===== config.mk =====
export PLATFORM = sky130hd
export DESIGN_NAME = adc_input_select_scan
export DESIGN_NICKNAME = d
export VERILOG_FILES = /design/src/core/adc_input_select_scan.v /design/src/core/conv_clock_div.v /design/src/core/scan_next_channel.v
export VERILOG_INCLUDE_DIRS = /design/src /design/src/core
export SDC_FILE = /design/constraint.sdc
export NUM_CORES = 1
export LEC_CHECK = 0
export BUFFER_PORTS_ARGS = -buffer_cell sky130_fd_sc_hd__buf_2
export CORE_MARGIN = 1
export CORE_UTILIZATION = 50
export DETAILED_ROUTE_END_ITERATION = 7
export HOLD_SLACK_MARGIN = 0.08
export PLACE_DENSITY = 0.72
export SETUP_SLACK_MARGIN = 0.5
export SYNTH_ARGS = -nofsm -noshare
export SYNTH_HDL_FRONTEND = slang
export SYNTH_SLANG_ARGS = --single-unit

===== constraint.sdc =====
create_clock -name clock -period 5.7 [get_ports clock]
set_input_delay 0.285 -clock clock [delete_from_list [all_inputs] [get_ports clock]]
set_output_delay 0.285 -clock clock [all_outputs]
set_load 0.005 [all_outputs]

===== src/core/adc_sel_regs.vh =====
// Register offsets, field positions, reset values and timing for the input
// selection and scan block. Assumes a 32-bit Avalon-MM slave, word aligned.
`ifndef ADC_SEL_REGS_VH
`define ADC_SEL_REGS_VH

`define OFF_INPUT_SELECT   4'h0
`define OFF_PIN_CONFIG     4'h4
`define OFF_SCAN_SELECT    4'h8
`define OFF_CONV_CONTROL   4'hC
`define OFF_STATUS         5'h10

`define INSEL_WMASK        16'h8F8F
`define PCFG_WMASK         16'h9FFF
`define SCAN_WMASK         16'h9FFF
`define CTRL_WMASK         16'h03FF
`define REG_RESET          16'h0000

`define FIRST_POS_LSB      0
`define FIRST_NEG_BIT      7
`define ALT_POS_LSB        8
`define ALT_NEG_BIT        15
`define BANDGAP_BIT        15
`define DIVIDER_LSB        0
`define SCAN_EN_BIT        8
`define ALT_MODE_BIT       9

`define BANDGAP_CODE       4'hF
`define LAST_ANALOG_CODE   4'hC

`define SAMPLE_TIME_NS     100
`define CLOCK_PERIOD_NS    5
`define SAMPLE_CYCLES      ((`SAMPLE_TIME_NS + `CLOCK_PERIOD_NS - 1) / `CLOCK_PERIOD_NS)

`endif


===== src/core/adc_input_select_scan.v =====
// Input selection, pin configuration and channel scan control for a
// 10-bit converter. Assumes an Avalon-MM master on the same 200 MHz clock,
// an instruction-cycle tick and a sample-start strobe from the converter.
`timescale 1ns/1ps
`default_nettype none
`include "adc_sel_regs.vh"

// How it works
// - First positive field picks channels 0-12, or 15 for band-gap.
// - Alternate setting has its own positive field in bits 11-8.
// - First negative input is channel one when bit 7 set, else reference.
// - Alternate negative input is channel one when bit 15 set.
// - Pin bit 1 means digital with port reads; 0 means analog sampling.
// - Pin config bit 15 set disables the band-gap reference.
// - Scan bits 12-0 include their channel in the scan.
// - Scan bit 15 includes the band-gap channel in the scan.
// - Unimplemented bits read zero and ignore writes.
// - Conversion clock period is instruction cycle times divider plus one.
// - That relation assumes an instruction cycle of two oscillator periods.
// - All implemented bits clear at reset.
// - Scan enable steps the first positive input through the scan-selected channels; otherwise no scan.
// - Alternate mode uses first setting, then alternates second and first.
// - Divider is 8 bits; code 0 is one cycle, code 1 is two.
module adc_input_select_scan #(
    parameter DIV_WIDTH = 8
) (
    input  wire                 clock,
    input  wire                 rstn,
    input  wire [4:0]           address,
    input  wire                 read,
    input  wire                 write,
    input  wire [31:0]          writedata,
    input  wire [3:0]           byteenable,
    output reg  [31:0]          readdata,
    output wire                 waitrequest,
    input  wire                 instr_tick,
    input  wire                 sample_start,
    output reg  [3:0]           pos_channel,
    output reg                  neg_is_channel_one,
    output reg                  using_alt_setting,
    output reg  [12:0]          pin_digital_mode,
    output reg                  bandgap_enable,
    output wire                 conv_clock_pulse,
    output reg                  sample_window
);
    reg [15:0] converter_input_select_reg;
    reg [15:0] analog_pin_config_reg;
    reg [15:0] scan_channel_select_reg;
    reg [15:0] conv_control_reg;
    reg [3:0]  scan_channel_reg;
    reg        alt_phase_reg;
    reg        ack_reg;
    reg [7:0]  sample_count_reg;
    reg [15:0] wmask;
    reg [15:0] wdata16;
    wire [3:0] scan_next;
    wire       scan_any;
    wire [DIV_WIDTH-1:0] divider;

    localparam integer SAMPLE_CYCLES_INT = `SAMPLE_CYCLES;
    localparam [7:0]   SAMPLE_CYCLES     = SAMPLE_CYCLES_INT[7:0];

    // One wait state on every access keeps read data registered.
    assign waitrequest = (read || write) && !ack_reg;

    always @* begin
        wmask   = {{8{byteenable[1]}}, {8{byteenable[0]}}};
        wdata16 = writedata[15:0];
    end

    always @(posedge clock) begin
        if (!rstn) begin
            ack_reg <= 1'b0;
        end else begin
            ack_reg <= (read || write) && !ack_reg;
        end
    end

    // Writes take effect at the edge where waitrequest is low.
    always @(posedge clock) begin
        if (!rstn) begin
            converter_input_select_reg <= `REG_RESET;
            analog_pin_config_reg      <= `REG_RESET;
            scan_channel_select_reg    <= `REG_RESET;
            conv_control_reg           <= `REG_RESET;
        end else if (write && ack_reg) begin
            if (address == `OFF_INPUT_SELECT) begin
                converter_input_select_reg <=
                    (converter_input_select_reg & ~(wmask & `INSEL_WMASK)) |
                    (wdata16 & wmask & `INSEL_WMASK);
            end else if (address == `OFF_PIN_CONFIG) begin
                analog_pin_config_reg <=
                    (analog_pin_config_reg & ~(wmask & `PCFG_WMASK)) |
                    (wdata16 & wmask & `PCFG_WMASK);
            end else if (address == `OFF_SCAN_SELECT) begin
                scan_channel_select_reg <=
                    (scan_channel_select_reg & ~(wmask & `SCAN_WMASK)) |
                    (wdata16 & wmask & `SCAN_WMASK);
            end else if (address == `OFF_CONV_CONTROL) begin
                conv_control_reg <=
                    (conv_control_reg & ~(wmask & `CTRL_WMASK)) |
                    (wdata16 & wmask & `CTRL_WMASK);
            end
        end
    end

    always @(posedge clock) begin
        if (!rstn) begin
            readdata <= 32'h00000000;
        end else if (read && !ack_reg) begin
            if (address == `OFF_INPUT_SELECT) begin
                readdata <= {16'h0000, converter_input_select_reg};
            end else if (address == `OFF_PIN_CONFIG) begin
                readdata <= {16'h0000, analog_pin_config_reg};
            end else if (address == `OFF_SCAN_SELECT) begin
                readdata <= {16'h0000, scan_channel_select_reg};
            end else if (address == `OFF_CONV_CONTROL) begin
                readdata <= {16'h0000, conv_control_reg};
            end else if (address == `OFF_STATUS) begin
                readdata <= {26'h0000000, using_alt_setting,
                             sample_window, pos_channel};
            end else begin
                readdata <= 32'h00000000;
            end
        end
    end

    assign divider = conv_control_reg[`DIVIDER_LSB +: DIV_WIDTH];

    // Divider counts instruction-cycle ticks; tick rate is two oscillator
    // periods by assumption, so no doze or PLL scaling is applied here.
    conv_clock_div #(
        .WIDTH (DIV_WIDTH)
    ) u_div (
        .clock            (clock),
        .rstn             (rstn),
        .tick             (instr_tick),
        .divider          (divider),
        .conv_clock_pulse (conv_clock_pulse)
    );

    // Only bits 12-0 and 15 of the scan mask are ever set, so the search
    // never lands on an unimplemented code.
    scan_next_channel u_scan (
        .include_bits (scan_channel_select_reg & `SCAN_WMASK),
        .current      (scan_channel_reg),
        .next_channel (scan_next),
        .any_selected (scan_any)
    );

    // Selection is latched only on sample start, so a write during a
    // conversion does not disturb the inputs already in use.
    always @(posedge clock) begin
        if (!rstn) begin
            scan_channel_reg   <= 4'hF;
            alt_phase_reg      <= 1'b0;
            pos_channel        <= 4'h0;
            neg_is_channel_one <= 1'b0;
            using_alt_setting  <= 1'b0;
        end else if (sample_start) begin
            if (conv_control_reg[`ALT_MODE_BIT] && alt_phase_reg) begin
                using_alt_setting  <= 1'b1;
                pos_channel        <= converter_input_select_reg
                                      [`ALT_POS_LSB +: 4];
                neg_is_channel_one <=
                    converter_input_select_reg[`ALT_NEG_BIT];
            end else begin
                using_alt_setting  <= 1'b0;
                neg_is_channel_one <=
                    converter_input_select_reg[`FIRST_NEG_BIT];
                if (conv_control_reg[`SCAN_EN_BIT] && scan_any) begin
                    pos_channel      <= scan_next;
                    scan_channel_reg <= scan_next;
                end else begin
                    pos_channel <= converter_input_select_reg
                                   [`FIRST_POS_LSB +: 4];
                end
            end
            alt_phase_reg <= conv_control_reg[`ALT_MODE_BIT] &&
                             !alt_phase_reg;
        end else begin
            if (!conv_control_reg[`ALT_MODE_BIT]) begin
                alt_phase_reg <= 1'b0;
            end
            if (!conv_control_reg[`SCAN_EN_BIT]) begin
                scan_channel_reg <= 4'hF;
            end
        end
    end

    // Sample window stands a fixed number of cycles after each start.
    always @(posedge clock) begin
        if (!rstn) begin
            sample_count_reg <= 8'h00;
            sample_window    <= 1'b0;
        end else if (sample_start) begin
            sample_count_reg <= SAMPLE_CYCLES;
            sample_window    <= 1'b1;
        end else if (sample_count_reg > 8'h01) begin
            sample_count_reg <= sample_count_reg - 8'h01;
        end else begin
            sample_count_reg <= 8'h00;
            sample_window    <= 1'b0;
        end
    end

    always @(posedge clock) begin
        if (!rstn) begin
            pin_digital_mode <= 13'h0000;
            bandgap_enable   <= 1'b1;
        end else begin
            pin_digital_mode <= analog_pin_config_reg[12:0];
            bandgap_enable   <=
                !analog_pin_config_reg[`BANDGAP_BIT];
        end
    end
endmodule
`default_nettype wire


===== src/core/conv_clock_div.v =====
// Conversion clock divider: one pulse every (divider + 1) ticks.
// Assumes tick is one instruction cycle strobe on the same clock.
`timescale 1ns/1ps
`default_nettype none
module conv_clock_div #(
    parameter WIDTH = 8
) (
    input  wire             clock,
    input  wire             rstn,
    input  wire             tick,
    input  wire [WIDTH-1:0] divider,
    output reg              conv_clock_pulse
);
    reg [WIDTH-1:0] count_reg;

    always @(posedge clock) begin
        if (!rstn) begin
            count_reg        <= {WIDTH{1'b0}};
            conv_clock_pulse <= 1'b0;
        end else begin
            conv_clock_pulse <= 1'b0;
            if (tick) begin
                if (count_reg >= divider) begin
                    count_reg        <= {WIDTH{1'b0}};
                    conv_clock_pulse <= 1'b1;
                end else begin
                    count_reg <= count_reg + {{(WIDTH-1){1'b0}}, 1'b1};
                end
            end
        end
    end
endmodule
`default_nettype wire


===== src/core/scan_next_channel.v =====
// Finds the next set bit above the current channel, wrapping around.
// Purely combinational; the caller registers the result.
`timescale 1ns/1ps
`default_nettype none
module scan_next_channel (
    input  wire [15:0] include_bits,
    input  wire [3:0]  current,
    output reg  [3:0]  next_channel,
    output reg         any_selected
);
    integer i;
    reg     found;
    reg [4:0] idx;

    always @* begin
        found        = 1'b0;
        next_channel = current;
        any_selected = |include_bits;
        idx          = 5'h00;
        for (i = 1; i <= 16; i = i + 1) begin
            idx = {1'b0, current} + i[4:0];
            if (!found && include_bits[idx[3:0]]) begin
                found        = 1'b1;
                next_channel = idx[3:0];
            end
        end
    end
endmodule
`default_nettype wire


# After elaboration in Yosys (flattened, before gate mapping)
# Cells that the tools add are included.
[classes]
addsub = 18
n_lt_le_gt_ge = 18
eq_ne = 9
n_mux = 84
n_bitwise = 17
n_reduce_logical = 49
[ops]
columns = ["cell", "n"]
rows = [
  ["4-bit two-way mux", 22],
  ["16-bit bitwise AND", 5],
  ["4-bit by 5-bit less-than comparator with 1-bit output (second input constant)", 16],
  ["1-bit binary-select mux with 4-bit select", 16],
  ["16-bit two-way mux", 4],
  ["16-bit bitwise OR", 3],
  ["1-bit two-way mux", 38],
  ["4-bit adder (second input constant)", 8],
  ["16-bit NOT", 2],
  ["1-bit logical AND", 21],
  ["1-bit zero test", 18],
  ["4-bit by 3-bit adder with 4-bit output (second input constant)", 4],
  ["10-bit NOT with 16-bit output", 1],
  ["16-bit by 10-bit bitwise OR with 16-bit output", 1],
  ["14-bit OR reduction", 1],
  ["5-bit by 4-bit equality test with 1-bit output (second input constant)", 2],
  ["5-bit two-way mux", 2],
  ["4-bit by 1-bit adder with 4-bit output (second input constant)", 2],
  ["4-bit by 2-bit adder with 4-bit output (second input constant)", 2],
  ["8-bit by 1-bit adder with 8-bit output (second input constant)", 1],
  ["8-bit >= comparator", 1],
  ["8-bit by 1-bit greater-than comparator with 1-bit output (second input constant)", 1],
  ["8-bit two-way mux", 1],
  ["2-bit != test (second input constant)", 4],
  ["other kinds (13)", 19],
]
[word_totals]
reg_bits = 140
in_bits = 47
out_inout_bits = 55
word_cells = 213

# Longest topological paths before layout
[logic_depth]
ltp_word = 52
depth_mapped = 18
ltp_nobuf = 11

# Modules after synthesis
# A second synthesis with hierarchy kept.
[hier_totals]
hier_cells = 758
hier_area_um2 = 6897.9
[modules_own_cells]
columns = ["module", "n_inst", "cells_each", "area_per_inst_um2"]
rows = [
  ["adc_input_select_scan", 1, 451, 4035.1],
  ["scan_next_channel", 1, 243, 2292.2],
  ["conv_clock_div", 1, 64, 570.5],
]

# Worst setup path before layout
# No wires, ideal clock.
[synth_path]
path_type = "reg-to-reg"
start = "reg scan_channel_reg[1]"
end = "reg pos_channel[0]"
arrival_time_ns = 4.318
slack_ns = 1.297
stages_incl_launch_ff = 15
synth_period_minus_slack_ns = 4.403
cell_sequence = "dfxtp_1 > clkbuf_1 > buf_2 > buf_2 > inv_1 > ha_1 > buf_2 > mux4_2 > mux4_2 > or3_4 > nor3_4 > o2111ai_2 > and3_4 > o311a_1 > o31ai_2"
[synth_via]
elab_chain_len = 51
elab_cells_between_ends = 111
classes_between = "16 x add/sub; 65 x mux; 30 x reduce/logical"
[synth_rtl]
columns = ["element", "line_no", "rtl"]
rows = [
  ["start, declared", "adc_input_select_scan.v:50", "reg [3:0] scan_channel_reg;"],
  ["start signal, assigned", "adc_input_select_scan.v:173", "scan_channel_reg <= scan_next;"],
  ["4-bit by 1-bit adder with 4-bit output", "scan_next_channel.v:21", "idx = {1'b0, current} + i[4:0];"],
  ["1-bit binary-select mux with 4-bit select", "scan_next_channel.v:22", "if (!found && include_bits[idx[3:0]]) begin"],
  ["1-bit two-way mux (implied by the code)", "scan_next_channel.v:22", ""],
  ["1-bit two-way mux", "scan_next_channel.v:22", ""],
  ["1-bit zero test", "scan_next_channel.v:22", ""],
  ["1-bit logical AND", "scan_next_channel.v:22", ""],
  ["1-bit two-way mux", "scan_next_channel.v:22", ""],
  ["1-bit zero test", "scan_next_channel.v:22", ""],
  ["[35 not listed]", "--", ""],
  ["1-bit zero test", "scan_next_channel.v:22", ""],
  ["1-bit logical AND", "scan_next_channel.v:22", ""],
  ["1-bit two-way mux", "scan_next_channel.v:22", ""],
  ["1-bit zero test", "scan_next_channel.v:22", ""],
  ["1-bit logical AND", "scan_next_channel.v:22", ""],
  ["4-bit two-way mux *", "scan_next_channel.v:22", ""],
  ["4-bit two-way mux *", "adc_input_select_scan.v:171", "if (conv_control_reg[`SCAN_EN_BIT] && scan_any) begin"],
  ["4-bit two-way mux *", "adc_input_select_scan.v:161", "if (conv_control_reg[`ALT_MODE_BIT] && alt_phase_reg) begin"],
  ["end signal, assigned", "adc_input_select_scan.v:163", "pos_channel <= converter_input_select_reg"],
  ["end signal, assigned", "adc_input_select_scan.v:172", "pos_channel <= scan_next;"],
  ["end signal, assigned", "adc_input_select_scan.v:175", "pos_channel <= converter_input_select_reg"],
  ["end, declared", "adc_input_select_scan.v:38", "output reg [3:0] pos_channel,"],
]
# Mark *: on every way between the ends. The rest lies on a longest branch, timed or not. The select of a mux whose other input is x is not followed.
# A chain may end at the register's enable or synchronous reset.

# Worst setup path after layout
[layout_path]
start = "reg scan_channel_reg[1]"
end = "reg scan_channel_reg[1]"
[layout_via]
elab_chain_len = 52
elab_cells_between_ends = 112
classes_between = "16 x add/sub; 66 x mux; 30 x reduce/logical"
[layout_rtl]
columns = ["element", "line_no", "rtl"]
rows = [
  ["4-bit by 1-bit adder with 4-bit output", "scan_next_channel.v:21", ""],
  ["1-bit binary-select mux with 4-bit select", "scan_next_channel.v:22", ""],
  ["1-bit two-way mux (implied by the code)", "scan_next_channel.v:22", ""],
  ["1-bit two-way mux", "scan_next_channel.v:22", ""],
  ["1-bit zero test", "scan_next_channel.v:22", ""],
  ["1-bit logical AND", "scan_next_channel.v:22", ""],
  ["1-bit two-way mux", "scan_next_channel.v:22", ""],
  ["1-bit zero test", "scan_next_channel.v:22", ""],
  ["[36 not listed]", "--", ""],
  ["1-bit logical AND", "scan_next_channel.v:22", ""],
  ["1-bit two-way mux", "scan_next_channel.v:22", ""],
  ["1-bit zero test", "scan_next_channel.v:22", ""],
  ["1-bit logical AND", "scan_next_channel.v:22", ""],
  ["4-bit two-way mux *", "scan_next_channel.v:22", ""],
  ["4-bit two-way mux *", "adc_input_select_scan.v:171", ""],
  ["4-bit two-way mux *", "adc_input_select_scan.v:161", ""],
  ["4-bit two-way mux *", "adc_input_select_scan.v:160", "end else if (sample_start) begin"],
]
# Marked as above.

==> results.toml <==
[global_route]
grt_pass1_wl_mm = 31.4
grt_overflow = 0
grt_max_degree = 55
antenna_found_initial = 0
grt_usage_pct = 27.2
grt_pass1_vias = 5822

[setup_path]
cp-start-kind = "flip-flop"
cp-end-kind = "flip-flop"
worstPathRequired_ns = 5.91
critPathArrivalTime_ns = 4.74
path_max_fanout = 20
reg2regPathDepth = 10
crit_type = "reg2reg"

[yosys]
yosysTopAreaCellShare_pct = 29.7
ys_async_sr_fraction_pct = 0
synth_sequential_area_ratio_pct = 29.7
synth_edf_count = 0
synth_area_leaders = "dfxtp_1, mux2i_1, mux4_2, nor2_1, ha_1"
synth_common_cells = "dfxtp_1, nor2_1, mux2i_1"
synth_ff_type = "dfxtp_1"
ys_types = 81
yosysTopAreaCell = "dfxtp_1"
syn_area_per_cell_um2 = 8.78
synthCells = 815
synth_warnings = 0
post-synth-top-count-cell = "dfxtp_1"
ys_ff_latch = 106
netlist_area_um2 = 7150

[run_status]
outcome = "complete, no violations"

[timing]
drv_slew = 0
grt_setup_unrepaired = "no"
timing.fmax_mhz = 221
period_share_pct = 79.5
relSlewSlack_pct = 36.2
finalSetupTns_ns = 0
whs_ns = 0.210
hold_viol_final = 0
worstMarginPinSlew_ns = 0.955
worst_clock_skew_ns = 0.00799
setup_viol = 0
min_period_ns = 4.53

[die]
io-pin-count = 102
core_um2 = 13900
num_rows = 43
die_h_um = 122
die_w_um = 122
die_area_um2 = 14800
start_util_pct = 51.3

[clock_network]
cts.sinks = 106
cts_tree = "done"
cts-buffers-inserted = 9
postCtsSetupRepairBufs = 0
clk_latency_ns = 0.35
clockBufferDepth = 2
cts.htree.levels = 3
cts_hold_buf = 0
clock-root-buffer = "clkbuf_16"
clkTransAtPathRegs_ns = 0.07
cts_resized = 0

[pwr]
p_leak_nw = 3.10
power_frac_clock_pct = 41.2
power.total_mw = 1.64
vdd_drop_max_v = 0.000182
p_sw_share_pct = 24.7
p_seq_share_pct = 47.8
p_int_mw = 1.23
p_sw_mw = 0.403
powerDensity_nw_per_um2 = 209
pwr-share-comb_pct = 11.0

[worst_hold_path]
holdPathStages = 3
hold_path.class = "in2reg"

[route]
ant_nets = 0
drc_errors = 0
via_per_inst = 6.27
drtIter0Drc = 616
drt_first_pass_iters = 6
routed_wirelength_mm = 19.6
wl_per_cell_um = 18.9
vias = 6479

[cells_and_area]
syn2layout_area_growth_pct = 9.15
nNetsFinal = 915
n_antenna_cell = 0
drive_gt1_share_pct = 14.8
utilization_pct = 56.0
nFillCells = 1278

[placed_design]
gp_congestion = 1.05
dp_hpwl_mm = 14.6
io_buffers = 63

[flow_run]
maxCapViolations = 0
power groups by stage:
stage	Sequential, mW	Clock (mW)	Combinational (mW)
after floorplan	0.794	0	0.139
after global placement	0.798	0	0.178
final	0.782	0.673	0.181
after CTS	0.782	0.682	0.179
after global routing	0.785	0.708	0.203
after detailed placement	0.799	0	0.178
final cells by class:
type / instances / area, µm² / share of cell area, %
repair buffers: 75 / 405 / 5.19
clock buffers: 10 / 239 / 3.06
multi-input cells: 629 / 4620 / 59.2
well taps: 180 / 225 / 2.88
inverters: 28 / 105 / 1.35
clock inverters: 6 / 88.8 / 1.14
flip-flops and latches: 106 / 2120 / 27.2
cell usage in the layout, fill, tap and decap left out, drive strengths merged, types with 4 or more instances in the layout:
cell and count:
o31ai 8, o21ai 35, a21o 9, a222oi 5
nand2b 13, and3 9, nand4 6, inv 28
a22oi 5, nor3 18, nand3 17, a211oi 15
o2111ai 6, a21oi 29, xnor2 13, or3 4
and2 21, dfxtp 106, a31oi 4, conb 18
a311oi 4, buf 75, xor2 9, nor2b 6
a41oi 4, mux4 26, nor4 6, nor2 103
o22ai 11, nand3b 4, a221oi 5, clkbuf 10
o21a 7, nand2 52, o211ai 8, mux2i 77
ha 19
final timing paths:
kind	slack [ns]	end	startpoint
setup / recovery	1.17	scan_channel_reg[1]	scan_channel_reg[1]
hold / removal	0.21	flip-flop	writedata[12]
setup reg to reg	1.17	scan_channel_reg[1]	scan_channel_reg[1]
hold reg to reg	0.41	bandgap_enable	flip-flop
worst max-delay path, cell delays in order, from the launching register on:
cell,delay (ns)
dfxtp_1,0.33
inv_1,0.16
ha_1,0.83
mux4_2,0.68
mux4_2,0.56
a211oi_1,0.41
nand3_1,0.29
nor3_1,0.45
a221oi_1,0.16
a31oi_1,0.36
a31oi_1,0.13
layer usage:
metal  vias to the layer above  track usage, %  part of all wire (%)  routed length [µm]
li1                       3056               -                     -                   -
met1                      3102            35.6                    43                8370
met2                       277            44.2                    47                9230
met3                        44            3.84                   6.5                1270
met4                         0            12.7                   3.6                 699
met5                         -               0                     0                   0
cell families after synthesis:
family,after synthesis,share of synthesized area (%)
AO/OA/AOI/OAI,188,18.8
XOR/XNOR,22,2.69
adder cells (fa/ha/maj),19,3.32
buffers and inverters,97,6.61
flip-flops,106,29.7
multiplexers,106,19.8
other,1,0.0524
AND/OR/NAND/NOR,276,19.1
metrics by stage:
step	instances	area [µm²]	worst slack [ns]
6_report	1034	7810	1.17
5_1_grt	1034	7810	0.920
3_3_place_gp	1018	7480	1.31
2_1_floorplan	832	7220	1.30
4_1_cts	1034	7810	1.30
3_5_place_dp	1018	7480	1.30
(Power assumes the default switching activity.)
